[src/include/fpi_pkg.sv]
// Shared types and constants for the floating-point pipeline interlock.
// Assumes one core clock; the issue logic and load/store pipe sit outside.
package fpi_pkg;

  ////////////////////////////////////////////////////////////////////////////
  // Sizes
  localparam int FPI_REG_W = 5;
  localparam int FPI_NREG = 32;
  localparam int FPI_CRF_W = 3;
  localparam int FPI_NCRF = 8;
  localparam int FPI_EXC_W = 5;
  localparam int FPI_NUM_EXEC = 4;

  // Stage slots: four execution stages, then the write stage
  localparam int FPI_STG_F1 = 0;
  localparam int FPI_STG_F3 = 2;
  localparam int FPI_STG_F4 = 3;
  localparam int FPI_STG_FW = FPI_NUM_EXEC;

  ////////////////////////////////////////////////////////////////////////////
  // Cycle counts
  localparam logic [7:0] FPI_DIVD_CYC = 8'h22;      // 34: double divide interval
  localparam logic [7:0] FPI_DIVS_CYC = 8'h14;      // 20: single divide interval
  localparam logic [7:0] FPI_DIV_LAST = 8'h01;
  localparam logic [4:0] FPI_NORM_MAX = 5'h17;      // 23 one-bit shifts at most
  localparam logic [4:0] FPI_NORM_LAST = 5'h01;
  localparam logic [2:0] FPI_MISP_FCMP_CYC = 3'h6;  // Penalty beside a compare
  localparam logic [2:0] FPI_MISP_PLAIN_CYC = 3'h1;
  localparam logic [2:0] FPI_MISP_LAST = 3'h1;

  ////////////////////////////////////////////////////////////////////////////
  // Register port map and fields
  localparam logic [7:0] FPI_ADDR_MODE = 8'h00;
  localparam logic [7:0] FPI_ADDR_STATUS = 8'h04;
  localparam int FPI_MODE_PERMIT_BIT = 0;
  localparam int FPI_MODE_EXC_LSB = 1;
  localparam int FPI_MODE_NI_BIT = 6;
  localparam logic FPI_PERMIT_RST = 1'b0;
  localparam logic [FPI_EXC_W-1:0] FPI_EXC_RST = 5'h00;
  localparam logic FPI_NI_RST = 1'b0;
  localparam int FPI_ST_DIV_BUSY = 0;
  localparam int FPI_ST_DIV_ASYNC = 1;
  localparam int FPI_ST_NORM = 2;
  localparam int FPI_ST_MHOLD = 3;
  localparam int FPI_ST_STALL = 4;
  localparam int FPI_ST_STG_LSB = 8;

  ////////////////////////////////////////////////////////////////////////////
  // Operation classes and carriers
  typedef enum logic [2:0] {
    FPI_OP_ARITH, FPI_OP_DMUL, FPI_OP_CMP, FPI_OP_DIVD, FPI_OP_DIVS, FPI_OP_LOAD,
    FPI_OP_STORE
  } fpi_op_t;

  typedef enum logic [1:0] {FPI_DIV_IDLE, FPI_DIV_ASYNC, FPI_DIV_SYNC} fpi_div_st_t;

  typedef struct packed {
    logic valid;
    fpi_op_t op;
    logic [FPI_REG_W-1:0] dst;
    logic [FPI_REG_W-1:0] src_a;
    logic [FPI_REG_W-1:0] src_b;
    logic [FPI_REG_W-1:0] src_c;
    logic [2:0] src_use;
    logic rc;
    logic [FPI_CRF_W-1:0] crf;
  } fpi_issue_t;

  typedef struct packed {
    logic valid;
    fpi_op_t op;
    logic [FPI_REG_W-1:0] dst;
    logic sets_cr;
    logic [FPI_CRF_W-1:0] crf;
    logic sync;
  } fpi_uop_t;

  typedef struct packed {
    logic valid;
    logic [FPI_REG_W-1:0] dst;
    logic single;
    logic zero;
    logic [4:0] shifts;
  } fpi_ldw_t;

endpackage : fpi_pkg

[src/fpi_interlock.sv]
// Floating-point pipeline interlock: stage tracking, scoreboard, divider,
// load normalization stalls, store holds, branch and exception alignment.
// Assumes issue logic and load/store pipe obey the handshakes below.
//
// Contract
// - Four execution stages lie between decode and the fp write stage.
// - Unstalled fp ops write one cycle after same-group integer ops.
// - Double multiplies hold stage one two cycles; next fp issue waits.
// - Divide results never forwarded; read from register file after write.
// - Async divide needs no enabled exceptions, clear record bit, permit set.
// - Sync divide stalls the whole pipeline until the result is produced.
// - Branch on fp-set condition field resolves no earlier than its write.
// - Mispredict grouped with fp compare waits six cycles before refetch.
// - Fp loads forward one cycle later than fixed loads, no sliding.
// - Denormal single loads normalize one bit per cycle, stalling all.
// - Single-precision zero loads forward one cycle late; issue unaffected.
// - Store data comes only from register file; store holds in cache stage.
// - Denormal single stores take no extra cycles.
// - Enabled exceptions or record bit stall the group in memory stage.
// - Fp and integer pipes advance independently of each other's stalls.
// - Unstalled groups move in lockstep; fp continues to its write stage.
// - Flagged groups align memory stage with stage four, one stall minimum.
// - Plain compare condition updates align at stage three, no stall.
// - Bandwidth is issue spacing; latency is cycles to a usable result.
`timescale 1ns/1ps
`default_nettype none

module fpi_interlock import fpi_pkg::*; (
  input wire logic clk,
  input wire logic sys_rst,
  input wire logic [7:0] reg_addr,
  input wire logic [31:0] reg_wdata,
  input wire logic reg_wr,
  input wire logic reg_rd,
  output logic [31:0] reg_rdata,
  input wire fpi_issue_t iss,
  output logic iss_ready,
  input wire fpi_ldw_t ld_w,
  input wire logic st_c_valid,
  input wire logic [FPI_REG_W-1:0] st_c_src,
  output logic st_c_hold,
  input wire logic br_valid,
  input wire logic [FPI_CRF_W-1:0] br_crf,
  output logic br_resolve_ok,
  input wire logic br_mispredict,
  input wire logic br_with_fcmp,
  output logic fetch_restart,
  input wire logic int_m_fp_grp,
  output logic int_m_hold,
  output logic exc_check,
  output logic pipe_stall,
  output logic fp_wr_valid,
  output logic [FPI_REG_W-1:0] fp_wr_dst,
  output logic div_wr,
  output logic [FPI_REG_W-1:0] div_wr_dst
);

  ////////////////////////////////////////////////////////////////////////////
  // Helpers
  function automatic logic [FPI_NREG-1:0] fpi_reg_mask(input logic [FPI_REG_W-1:0] r,
                                                       input logic en);
    logic [FPI_NREG-1:0] m;
    m = '0;
    m[r] = en;
    return m;
  endfunction : fpi_reg_mask

  function automatic logic [FPI_NCRF-1:0] fpi_cr_mask(input logic [FPI_CRF_W-1:0] f,
                                                      input logic en);
    logic [FPI_NCRF-1:0] m;
    m = '0;
    m[f] = en;
    return m;
  endfunction : fpi_cr_mask

  ////////////////////////////////////////////////////////////////////////////
  // State
  logic permit_r;
  logic [FPI_EXC_W-1:0] exc_en_r;
  logic ni_r;
  logic [31:0] reg_rdata_r;
  fpi_uop_t stg_r [0:FPI_STG_FW];
  logic f1_second_r;
  fpi_div_st_t div_st_r;
  logic [7:0] div_cnt_r;
  logic [FPI_REG_W-1:0] div_dst_r;
  logic div_wr_r;
  logic div_late_r;
  logic [4:0] norm_cnt_r;
  logic [FPI_REG_W-1:0] norm_dst_r;
  logic zero_dly_r;
  logic [FPI_REG_W-1:0] zero_dst_r;
  logic [FPI_NREG-1:0] fwd_pend_r;
  logic [FPI_NREG-1:0] rf_pend_r;
  logic [FPI_NCRF-1:0] cr_pend_r;
  logic [2:0] misp_cnt_r;
  logic fetch_restart_r;

  logic gstall;
  logic dmul_hold;
  logic div_done;
  logic async_wr_hold;
  logic ld_denorm;
  logic ld_plain;
  logic ld_zero;
  logic norm_done;
  logic [FPI_NREG-1:0] fwd_eff;
  logic src_hz;
  logic dst_hz;
  logic is_div;
  logic is_pipe_op;
  logic iss_fire;
  logic flagged;
  logic flag_upstream;
  fpi_uop_t new_uop;

  ////////////////////////////////////////////////////////////////////////////
  // Mode register and read port
  always_ff @(posedge clk) begin
    if (sys_rst) begin
      permit_r <= FPI_PERMIT_RST;
      exc_en_r <= FPI_EXC_RST;
      ni_r <= FPI_NI_RST;
    end else if (reg_wr && reg_addr == FPI_ADDR_MODE) begin
      permit_r <= reg_wdata[FPI_MODE_PERMIT_BIT];
      exc_en_r <= reg_wdata[FPI_MODE_EXC_LSB +: FPI_EXC_W];
      ni_r <= reg_wdata[FPI_MODE_NI_BIT];
    end
  end

  always_ff @(posedge clk) begin
    if (sys_rst) begin
      reg_rdata_r <= 32'h0;
    end else begin
      reg_rdata_r <= 32'h0;
      if (reg_rd && reg_addr == FPI_ADDR_MODE) begin
        reg_rdata_r[FPI_MODE_PERMIT_BIT] <= permit_r;
        reg_rdata_r[FPI_MODE_EXC_LSB +: FPI_EXC_W] <= exc_en_r;
        reg_rdata_r[FPI_MODE_NI_BIT] <= ni_r;
      end else if (reg_rd && reg_addr == FPI_ADDR_STATUS) begin
        reg_rdata_r[FPI_ST_DIV_BUSY] <= div_st_r != FPI_DIV_IDLE;
        reg_rdata_r[FPI_ST_DIV_ASYNC] <= div_st_r == FPI_DIV_ASYNC;
        reg_rdata_r[FPI_ST_NORM] <= norm_cnt_r != 5'h0;
        reg_rdata_r[FPI_ST_MHOLD] <= int_m_hold;
        reg_rdata_r[FPI_ST_STALL] <= gstall;
        for (int i = 0; i <= FPI_STG_FW; i++) begin
          reg_rdata_r[FPI_ST_STG_LSB + i] <= stg_r[i].valid;
        end
      end
    end
  end

  assign reg_rdata = reg_rdata_r;

  ////////////////////////////////////////////////////////////////////////////
  // Issue decision
  assign gstall = (div_st_r == FPI_DIV_SYNC) || (norm_cnt_r != 5'h0);
  assign dmul_hold = stg_r[FPI_STG_F1].valid && stg_r[FPI_STG_F1].op == FPI_OP_DMUL &&
                     !f1_second_r;
  assign div_done = div_st_r != FPI_DIV_IDLE && div_cnt_r == FPI_DIV_LAST;
  // Divider steals the write port in its last cycle
  assign async_wr_hold = div_st_r == FPI_DIV_ASYNC && div_cnt_r == FPI_DIV_LAST;

  // Non-IEEE mode flushes denormals, so no normalization stall
  assign ld_denorm = ld_w.valid && ld_w.single && ld_w.shifts != 5'h0 && !ni_r && !gstall;
  assign ld_zero = ld_w.valid && ld_w.single && ld_w.zero && !ld_denorm && !gstall;
  assign ld_plain = ld_w.valid && !ld_denorm && !ld_zero && !gstall;
  assign norm_done = norm_cnt_r == FPI_NORM_LAST;

  // Plain loads forward in their write cycle, a cycle after fixed loads
  // Zero loads forward from the delayed copy, one cycle after a plain load
  assign fwd_eff = fwd_pend_r & ~fpi_reg_mask(ld_w.dst, ld_plain)
                   & ~fpi_reg_mask(zero_dst_r, zero_dly_r);

  assign is_div = iss.op == FPI_OP_DIVD || iss.op == FPI_OP_DIVS;
  assign is_pipe_op = iss.op == FPI_OP_ARITH || iss.op == FPI_OP_DMUL ||
                      iss.op == FPI_OP_CMP;

  always_comb begin
    src_hz = 1'b0;
    if (iss.op != FPI_OP_LOAD && iss.op != FPI_OP_STORE) begin
      src_hz = (iss.src_use[0] && fwd_eff[iss.src_a]) ||
               (iss.src_use[1] && fwd_eff[iss.src_b]) ||
               (iss.src_use[2] && fwd_eff[iss.src_c]);
    end
  end

  assign dst_hz = iss.op != FPI_OP_STORE && iss.op != FPI_OP_CMP && fwd_eff[iss.dst];

  assign iss_ready = !gstall && !dmul_hold && !async_wr_hold && !src_hz && !dst_hz &&
                     !(is_div && div_st_r != FPI_DIV_IDLE);
  assign iss_fire = iss.valid && iss_ready;

  // Any enabled exception or a record bit forces memory-stage alignment
  assign flagged = iss.rc || (exc_en_r != FPI_EXC_RST);

  always_comb begin
    new_uop = '0;
    new_uop.valid = iss_fire && is_pipe_op;
    new_uop.op = iss.op;
    new_uop.dst = iss.dst;
    new_uop.sets_cr = iss.op == FPI_OP_CMP || iss.rc;
    new_uop.crf = iss.crf;
    new_uop.sync = flagged;
  end

  ////////////////////////////////////////////////////////////////////////////
  // Execution stages: independent of integer holds
  always_ff @(posedge clk) begin
    if (sys_rst) begin
      for (int i = 0; i <= FPI_STG_FW; i++) begin
        stg_r[i] <= '0;
      end
      f1_second_r <= 1'b0;
    end else if (!gstall) begin
      if (dmul_hold) begin
        f1_second_r <= 1'b1;
        stg_r[FPI_STG_F1 + 1] <= '0;
      end else begin
        f1_second_r <= 1'b0;
        stg_r[FPI_STG_F1] <= new_uop;
        stg_r[FPI_STG_F1 + 1] <= stg_r[FPI_STG_F1];
      end
      for (int i = FPI_STG_F1 + 2; i <= FPI_STG_FW; i++) begin
        stg_r[i] <= stg_r[i-1];
      end
    end
  end

  assign fp_wr_valid = stg_r[FPI_STG_FW].valid && stg_r[FPI_STG_FW].op != FPI_OP_CMP;
  assign fp_wr_dst = stg_r[FPI_STG_FW].dst;
  assign pipe_stall = gstall;
  assign exc_check = stg_r[FPI_STG_F4].valid && stg_r[FPI_STG_F4].sync;

  always_comb begin
    flag_upstream = 1'b0;
    for (int i = FPI_STG_F1; i <= FPI_STG_F3; i++) begin
      flag_upstream = flag_upstream || (stg_r[i].valid && stg_r[i].sync);
    end
  end

  // Unflagged compares meet memory at stage three and never hold
  assign int_m_hold = int_m_fp_grp && flag_upstream;

  ////////////////////////////////////////////////////////////////////////////
  // Divider
  always_ff @(posedge clk) begin
    if (sys_rst) begin
      div_st_r <= FPI_DIV_IDLE;
      div_cnt_r <= 8'h0;
      div_dst_r <= '0;
    end else if (iss_fire && is_div) begin
      div_cnt_r <= iss.op == FPI_OP_DIVD ? FPI_DIVD_CYC : FPI_DIVS_CYC;
      div_dst_r <= iss.dst;
      if (exc_en_r == FPI_EXC_RST && !iss.rc && permit_r) begin
        div_st_r <= FPI_DIV_ASYNC;
      end else begin
        div_st_r <= FPI_DIV_SYNC;
      end
    end else if (div_st_r != FPI_DIV_IDLE) begin
      div_cnt_r <= div_cnt_r - FPI_DIV_LAST;
      if (div_done) begin
        div_st_r <= FPI_DIV_IDLE;
      end
    end
  end

  always_ff @(posedge clk) begin
    if (sys_rst) begin
      div_wr_r <= 1'b0;
      div_late_r <= 1'b0;
    end else begin
      div_wr_r <= div_done;
      // Async result is written, then read back a cycle later
      div_late_r <= div_done && div_st_r == FPI_DIV_ASYNC;
    end
  end

  assign div_wr = div_wr_r;
  assign div_wr_dst = div_dst_r;

  ////////////////////////////////////////////////////////////////////////////
  // Load normalization and zero check
  always_ff @(posedge clk) begin
    if (sys_rst) begin
      norm_cnt_r <= 5'h0;
      norm_dst_r <= '0;
    end else if (ld_denorm) begin
      norm_cnt_r <= ld_w.shifts > FPI_NORM_MAX ? FPI_NORM_MAX : ld_w.shifts;
      norm_dst_r <= ld_w.dst;
    end else if (norm_cnt_r != 5'h0) begin
      norm_cnt_r <= norm_cnt_r - FPI_NORM_LAST;
    end
  end

  always_ff @(posedge clk) begin
    if (sys_rst) begin
      zero_dly_r <= 1'b0;
      zero_dst_r <= '0;
    end else begin
      zero_dly_r <= ld_zero;
      zero_dst_r <= ld_w.dst;
    end
  end

  ////////////////////////////////////////////////////////////////////////////
  // Scoreboards; a set in the same cycle as a clear wins
  always_ff @(posedge clk) begin
    if (sys_rst) begin
      fwd_pend_r <= '0;
    end else begin
      fwd_pend_r <= (fwd_pend_r
                     & ~fpi_reg_mask(stg_r[FPI_STG_F3].dst, !gstall &&
                                     stg_r[FPI_STG_F3].valid)
                     & ~fpi_reg_mask(ld_w.dst, ld_plain)
                     & ~fpi_reg_mask(zero_dst_r, zero_dly_r)
                     & ~fpi_reg_mask(norm_dst_r, norm_done)
                     & ~fpi_reg_mask(div_dst_r, div_done && div_st_r == FPI_DIV_SYNC)
                     & ~fpi_reg_mask(div_dst_r, div_late_r))
                    | fpi_reg_mask(iss.dst, iss_fire && iss.op != FPI_OP_STORE &&
                                   iss.op != FPI_OP_CMP);
    end
  end

  always_ff @(posedge clk) begin
    if (sys_rst) begin
      rf_pend_r <= '0;
    end else begin
      rf_pend_r <= (rf_pend_r
                    & ~fpi_reg_mask(stg_r[FPI_STG_FW].dst, !gstall && fp_wr_valid)
                    & ~fpi_reg_mask(ld_w.dst, ld_plain || ld_zero)
                    & ~fpi_reg_mask(norm_dst_r, norm_done)
                    & ~fpi_reg_mask(div_dst_r, div_done))
                   | fpi_reg_mask(iss.dst, iss_fire && iss.op != FPI_OP_STORE &&
                                  iss.op != FPI_OP_CMP);
    end
  end

  // Store waits for the register write; denormal stores get no extra hold
  assign st_c_hold = st_c_valid && rf_pend_r[st_c_src];

  always_ff @(posedge clk) begin
    if (sys_rst) begin
      cr_pend_r <= '0;
    end else begin
      cr_pend_r <= (cr_pend_r & ~fpi_cr_mask(stg_r[FPI_STG_F4].crf, !gstall &&
                                             stg_r[FPI_STG_F4].valid &&
                                             stg_r[FPI_STG_F4].sets_cr))
                   | fpi_cr_mask(iss.crf, new_uop.valid && new_uop.sets_cr);
    end
  end

  assign br_resolve_ok = br_valid && !cr_pend_r[br_crf];

  ////////////////////////////////////////////////////////////////////////////
  // Mispredict refetch timer
  always_ff @(posedge clk) begin
    if (sys_rst) begin
      misp_cnt_r <= 3'h0;
      fetch_restart_r <= 1'b0;
    end else begin
      fetch_restart_r <= misp_cnt_r == FPI_MISP_LAST;
      if (br_mispredict) begin
        misp_cnt_r <= br_with_fcmp ? FPI_MISP_FCMP_CYC : FPI_MISP_PLAIN_CYC;
      end else if (misp_cnt_r != 3'h0) begin
        misp_cnt_r <= misp_cnt_r - FPI_MISP_LAST;
      end
    end
  end

  assign fetch_restart = fetch_restart_r;

endmodule : fpi_interlock

`default_nettype wire

[config.mk]
export PLATFORM = sky130hd
export DESIGN_NAME = fpi_interlock
export DESIGN_NICKNAME = d
export VERILOG_FILES = /design/src/include/fpi_pkg.sv /design/src/fpi_interlock.sv
export SDC_FILE = /design/constraint.sdc
export NUM_CORES = 1
export LEC_CHECK = 0
export BUFFER_PORTS_ARGS = -buffer_cell sky130_fd_sc_hd__clkbuf_2
export CAP_MARGIN = 10
export CELL_PAD_IN_SITES_DETAIL_PLACEMENT = 2
export CELL_PAD_IN_SITES_GLOBAL_PLACEMENT = 2
export CORE_UTILIZATION = 36
export CTS_BUF_LIST = sky130_fd_sc_hd__clkbuf_16
export DETAILED_ROUTE_END_ITERATION = 10
export PLACE_DENSITY_LB_ADDON = 0.1
export SETUP_SLACK_MARGIN = 0.05
export SYNTH_ARGS = -nofsm -noshare
export SYNTH_HDL_FRONTEND = slang
export SYNTH_SLANG_ARGS = --single-unit
[constraint.sdc]
create_clock -name clk -period 4 [get_ports clk]
set_input_delay 0.4 -clock clk [delete_from_list [all_inputs] [get_ports clk]]
set_output_delay 0.4 -clock clk [all_outputs]
set_load 0.05 [all_outputs]
==> impl_metrics.toml, run 1 <==
[final_layout]
utilization = 0.437
antenna_cells = 0
drive_gt1_frac = 0.209
nets = 1530
areaGrowthSynthToFinish_pct = 18.1

[floorplanning]
initial_core_util = 0.370
io_pins = 152
rows = 64
die_width_um = 181
dieArea_sq_mm = 0.0326
die_y_um = 181
core_sq_mm = 0.0310

[synth]
synthAdderAreaFrac = 0.00873
synth_xor_area_frac = 0.00840
yosysUniqueCellTypes = 87
ys_ff_latch = 194
syn_inst = 1299
synth_top_family_by_area = "simple AND/OR/NAND/NOR gates"
synth-compound-area-share = 0.210
yosys.area_share.simple = 0.265
synthMuxAreaShare = 0.0561
synth_edf_count = 65
synthTopCellsByArea = "dfxtp_1, edfxtp_1, and3_1, nand2_1, o21ai_0"
yosys_warnings = 0
synthFlopType = "dfxtp_1"
syn_area_sq_mm = 0.0115
async_flop_share = 0
synth_top_area_cell = "dfxtp_1"
ys_seq_area_frac = 0.395
synth.avg_cell_area_sq_um = 8.83
synth_top_area_share = 0.225

[worst_setup_path]
cp-startpoint = "norm_cnt_r[0]$_SDFFE_PP0P_"
r2r_slack_ns = 0.16
end_kind = "primary output"
slowest_delay_ns = 0.50
critical_path.startpoint_type = "register"
worstPathCellList = "inv_2, ha_4, or4b_4, nor2_8, buf_12, buf_4, a41oi_1, buf_4, a221oi_2, o21ai_1, nand4_1, a211oi_2, and4bb_4, buf_6, buf_12"
critical_path_class = "register to primary output"
crit_path_top_delay_cell = "or4b_4"
reg2reg_from = "norm_cnt_r[0]$_SDFFE_PP0P_"
worstPathArrival_ns = 3.58
cp_max_fo = 6
crit_required_ns = 3.60

[routing]
firstDrtPassIters = 5
wl_met1_mm = 20.7
wl_per_cell_um = 26.8
met3_length_mm = 2.26
wl_met2_mm = 24.4
routed.top_layer = "met4"
routed_wl_mm = 49.1
drtIter0Drc = 961
vias = 11399
antenna_left = 0
drc = 0
viasPerCell = 6.23

[global_routing]
grt_pass1_wl_mm = 73.9
track_usage = 0.300
grt_max_degree = 79
gr-total-overflow = 0
antenna_found_initial = 0
grt_pass1_vias = 11937

[power]
p_clk_frac = 0.245
p_int_uw = 4210
pwr-share-comb = 0.357
cellLeakagePower_uw = 0.00511
seqPwrFrac = 0.398
swShare = 0.402
power_density_mw_per_mm2 = 520
peakVddDrop_v = 0.000404
p_sw_uw = 2830

[clocking]
path_clk_slew_ns = 0.08
cts_hold_buf = 0
cts.sinks = 194
cts_buffer_depth = 2
root_buffer = "clkbuf_16"
cts_tree = "done"
cts_htree_levels = 4
cts-buffers-inserted = 17
clock_latency_ns = 0.46

[timing]
finalSetupViolations = 0
fin_tns_setup_ns = 0
tightest_slew_ns = 1.21
max_freq_ghz = 0.251
slew_violations = 0
slew_headroom = 0.189
final_hold_viol_count = 0
rsz0062_at_grt = "yes"
layout_min_cycle_time_ns = 3.98
finalCritPeriodShare = 0.996
finClkSkew_ns = 0.0131

[min_path]
hp-start = "reg_wdata[3]"
worstHoldPathType = "input port to register"

[placement]
gp_congestion = 0.958
portBuffers = 106
dp_hpwl_mm = 36.4

[flow_run]
max-cap-violations = 0

[run_status]
status = "completed"
-- worst max-delay path, delay by kind of cell, from the launching register on --
kind                       cells  cell delay, ns
DFF                            1            0.34
buffers and inverters          6            0.82
adders and majority gates      1            0.13
and+or+nand+nor                4            1.21
AOI/OAI and AO/OA              4            0.61
-- cell usage after synthesis (8+ instances only) --
cell type    n
dfxtp_1    129
nand2_1    122
nor2_1      91
o21ai_0     82
and3_1      76
nand3_1     68
edfxtp_1    65
a21oi_1     63
clkbuf_1    50
o21ai_1     48
mux2i_1     35
a22oi_1     32
nor3_1      32
nor2b_1     29
buf_4       28
nand3b_1    23
o22ai_1     20
nand4_1     19
nor3b_1     18
inv_1       17
nand2b_1    17
a41oi_1     14
mux4_2      12
a211oi_1    11
a41oi_2     11
a31oi_1     10
buf_1       10
and3b_1      9
ha_1         8
o2111ai_1    8
or3_1        8
-- power by group through the flow --
stage / registers [uW] / clock network, uW / logic, uW
floorplan: 2680 / 0 / 1490
global placement: 2800 / 0 / 2050
detailed placement: 2840 / 0 / 2110
CTS: 2800 / 1750 / 2470
global route: 2840 / 1830 / 2660
finish: 2800 / 1720 / 2510
-- per-stage QoR --
step / hold slack [ns] / std cells / total power, uW / area [sq um] / setup slack [ns]
after floorplan: 0.435 / 1318 / 4170 / 11500 / 0.435
after global placement: 0.452 / 1779 / 4860 / 12500 / 0.0210
after detailed placement: 0.470 / 1779 / 4950 / 12500 / -0.0261
after CTS: 0.172 / 1830 / 7020 / 13500 / 0.0648
after global routing: 0.181 / 1830 / 7330 / 13500 / -0.0810
final: 0.184 / 1830 / 7040 / 13500 / 0.0170
-- kinds of logic (layout without fill, tap and decap cells) --
| kind of cell | count (synthesis) | in the layout |
|---|---|---|
| XOR/XNOR | 11 | 11 |
| other | 1 | 20 |
| AND/OR/NAND/NOR | 561 | 561 |
| adder cells (fa/ha/maj) | 8 | 8 |
| flip-flops | 194 | 194 |
| multiplexers | 49 | 49 |
| buffers and inverters | 123 | 239 |
| AO/OA/AOI/OAI | 352 | 352 |
-- layer usage --
metal | GRT usage | vias up
met4 | 0.117 | 0
met2 | 0.525 | 367
met5 | 0 | -
li1 | - | 5090
met1 | 0.371 | 5836
met3 | 0.0449 | 106
-- area by class of cell --
type / count / area, sq um
Fill cell: 3387 / 17400
Multi-Input combinational cell: 1001 / 6600
Sequential cell: 194 / 4540
Timing Repair Buffer: 188 / 1270
Tap cell: 396 / 495
Clock buffer: 17 / 425
Clock inverter: 15 / 143
Inverter: 19 / 71.3
-- registers in the layout, summed over array words and instances (netlist names), 8 cells and up --
register and cells:
cr_pend_r 8, div_cnt_r 8, fwd_pend_r 32, reg_rdata 12, rf_pend_r 32, stg_r 65
-- timing repair --
action / 4_1_cts / 5_1_grt
gates resized for setup: 34 / 13
cloned: 1 / 0
setup buffers: 18 / 0
pin swaps: 12 / 1
endpoints found under the setup margin: 74 / 15
-- cells in the final DEF, fill, tap and decap left out, drive strengths merged, types with 20 or more instances in the layout --
cell / instances
dfxtp: 129
inv: 27
nor3: 32
nand2: 126
nor2b: 29
and3: 77
nor2: 93
a22oi: 32
edfxtp: 65
conb: 20
a41oi: 27
o21ai: 130
a21oi: 64
o22ai: 20
mux2i: 35
nand3: 68
nand3b: 23
clkbuf: 122
buf: 83
-- path summary, 6_finish.rpt --
kind,to,cells after the start
worst min-delay path,exc_en_r[2]$_SDFFE_PP0P_,3
worst max-delay path,iss_ready,15
worst max register to register,rf_pend_r[9]$_SDFF_PP0_,17
worst min register to register,fetch_restart$_SDFF_PP0_,1
No activity file was read; power rests on OpenSTA's default activity.
==> run 2, diff against run 1 <==
- ABC_AREA: not set -> 1
- CAP_MARGIN: 10 -> not set
- CORE_UTILIZATION: 36 -> 33
==> run 2 against run 1 <==
  * Fmax is 5.1% higher
  * Synthesized cell count is 33% higher
  * Total power is 4.3% lower
  * Core utilization is 4.7 points lower
  * Global-route usage is 1.1 points higher
  * Worst hold slack better by 0.029 ns
  * Combinational power is 8.8% lower
==> impl_metrics.toml, run 2 <==
[worst_setup_path]
crit_required_ns = 3.60
worstRegToRegCells = 21
r2r_end = "fwd_pend_r[6]$_SDFF_PP0_"
r2r_slack_ns = 0.25
cp_max_fo = 16
end_kind = "primary output"
critical_path.most_common_cell = "nand3_1"
reg2reg_from = "norm_cnt_r[0]$_SDFFE_PP0P_"
critical_path.startpoint_type = "register"
slowest_delay_ns = 0.39
worstPathCellList = "inv_2, ha_1, nand2_1, nor2_4, nand4_1, buf_4, clkbuf_16, nand4_1, nand3_1, nand3_1, nand3_1, nand3_1, nand2_1, nand2_1, nand3_1, nand3_4, a21oi_4, buf_12"
critical_path_class = "register to primary output"
crit_path_top_delay_cell = "dfxtp_1"
worstPathArrival_ns = 3.39
cp-startpoint = "norm_cnt_r[0]$_SDFFE_PP0P_"

[synth]
synth.avg_cell_area_sq_um = 6.90
synth_common_cells = "nand2_1, nand3_1, nor2_1"
synth_top_family_by_area = "simple AND/OR/NAND/NOR gates"
synthFlopType = "dfxtp_1"
yosys_warnings = 0
synthTopCellsByArea = "dfxtp_1, edfxtp_1, nand3_1, nand2_1, nor2_1"
syn_inst = 1730
async_flop_share = 0
synth_edf_count = 65
ys_seq_area_frac = 0.380
ys_ff_latch = 194
yosysUniqueCellTypes = 56
synth_top_area_share = 0.216
synth-compound-area-share = 0.155
synth_xor_area_frac = 0.00513
synth_top_area_cell = "dfxtp_1"
syn_area_sq_mm = 0.0119
yosys.cell_count.top_type = "nand2_1"
yosys.area_share.simple = 0.341
synthAdderAreaFrac = 0.00838
synthMuxAreaShare = 0.00168

[final_layout]
final_area_sq_mm = 0.0139
layout_commonest_cell = "nand2_1"
regMostFlops = "stg_r"
multi_input_area_sq_mm = 0.00630
largest_register_ffs = 65
nets = 1952
seqCellArea_sq_mm = 0.00453
layout_common_cells = "nand2_1, nand3_1, nor2_1, inv_1, dfxtp_1"
areaGrowthSynthToFinish_pct = 16.3
fillCellCount = 4280
reg_top3 = "stg_r: 65 flops, fwd_pend_r: 32 flops, rf_pend_r: 32 flops"
instances_no_fill = 2320
drive_gt1_frac = 0.129

[floorplanning]
rows = 69
io_pins = 152
die_width_um = 192
dieArea_sq_mm = 0.0370
initial_core_util = 0.336
core_sq_mm = 0.0356
die_y_um = 192

[timing]
layout_min_cycle_time_ns = 3.79
slew_headroom = 0.386
finalCritPeriodShare = 0.948
fin_tns_setup_ns = 0
max_freq_ghz = 0.264
final_hold_viol_count = 0
rsz0062_at_grt = "no"
finClkSkew_ns = 0.0150
slew_violations = 0
hold_slack_ns = 0.213
setup_ws_ns = 0.209
finalSetupViolations = 0
tightest_slew_ns = 0.918

[routing]
drtIter0Drc = 779
antenna_left = 0
drc = 0
viasPerCell = 5.67
firstDrtPassIters = 5
routed_wl_mm = 57.1
vias = 13152
wl_per_cell_um = 24.6

[placement]
pre_cts_ws_ns = 0.0843
gp_congestion = 0.929
dp_hpwl_mm = 44.4
placedCellCount = 2273
portBuffers = 106
placed_cell_area_sq_mm = 0.0130

[global_routing]
grt_max_degree = 70
gr-total-overflow = 0
track_usage = 0.311
grt_pass1_wl_mm = 84.5
antenna_found_initial = 2
grt_pass1_vias = 14050

[clocking]
cts_htree_levels = 4
path_clk_slew_ns = 0.07
cts_buffer_depth = 2
cts-buffers-inserted = 17
root_buffer = "clkbuf_16"
cts.sinks = 194
clock_latency_ns = 0.47
cts_tree = "done"

[min_path]
min_path_cells = 3
worstHoldPathType = "input port to register"
whs_endpoint = "exc_en_r[2]$_SDFFE_PP0P_"
hp-start = "reg_wdata[3]"

[run_status]
status = "completed"

[power]
cellLeakagePower_uw = 0.00547
peakVddDrop_v = 0.000347
power_density_mw_per_mm2 = 485

[flow_run]
max-cap-violations = 0
## run 2: worst max-delay path by stage
stage,to,slack (ns),cells past startpoint
global route,iss_ready,0.05,18
finish,iss_ready,0.21,18
floorplan,div_cnt_r[1]$_SDFFE_PP0P_,0.59,21
CTS,iss_ready,0.08,19
global placement,fwd_pend_r[23]$_SDFF_PP0_,0.19,24
detailed placement,fwd_pend_r[20]$_SDFF_PP0_,0.08,24
## run 2: final cells by class
class | instances | area share
multi-input cells | 1242 | 0.454
well taps | 461 | 0.0415
repair buffers | 158 | 0.0732
inverters | 230 | 0.0623
clock buffers | 18 | 0.0324
clock inverters | 14 | 0.00991
diodes | 3 | 0.000541
flip-flops and latches | 194 | 0.327
## run 2: worst max-delay path, delay by kind of cell, from the launching register on
kind	cells	cell delay, ns
compound gates	1	0.21
fa+ha+maj	1	0.22
buf+inv	4	0.59
flops	1	0.39
simple gates	12	1.51
## run 2: metrics by stage
step                      utilization  power, uW
final                           0.390       6740
after global routing            0.390       7040
after CTS                       0.386       6690
after detailed placement        0.367       4860
after global placement          0.367       4750
after floorplan                     -       4010
## run 2: timing repair
action / in CTS / in global routing
cloned: 0 / 1
buffers inserted: 4 / 7
pin swaps: 4 / 9
endpoints found under the setup margin: 35 / 80
hold buffers: 0 / 0
resized for setup: 15 / 15
## run 2: metal layers
layer	track usage	up-vias	wire length, um
met5	0	-	0
met4	0.149	0	2530
met3	0.0418	111	2100
met2	0.561	324	29000
met1	0.359	6626	23400
li1	-	6091	-
## run 2: cells by family (layout without fill, tap and decap cells)
family | Yosys count | in the layout
other cells | 1 | 23
fa+ha+maj | 8 | 8
xor+xnor | 7 | 7
compound gates | 298 | 298
mux | 2 | 2
flops | 194 | 194
buf+inv | 313 | 420
simple gates | 907 | 907
## run 2: power breakdown
part	internal [uW]	switching, uW	leakage [uW]
Clock	865	925	0.000289
Sequential	2440	218	0.00174
Combinational	553	1740	0.00345
Total	3850	2880	0.00547
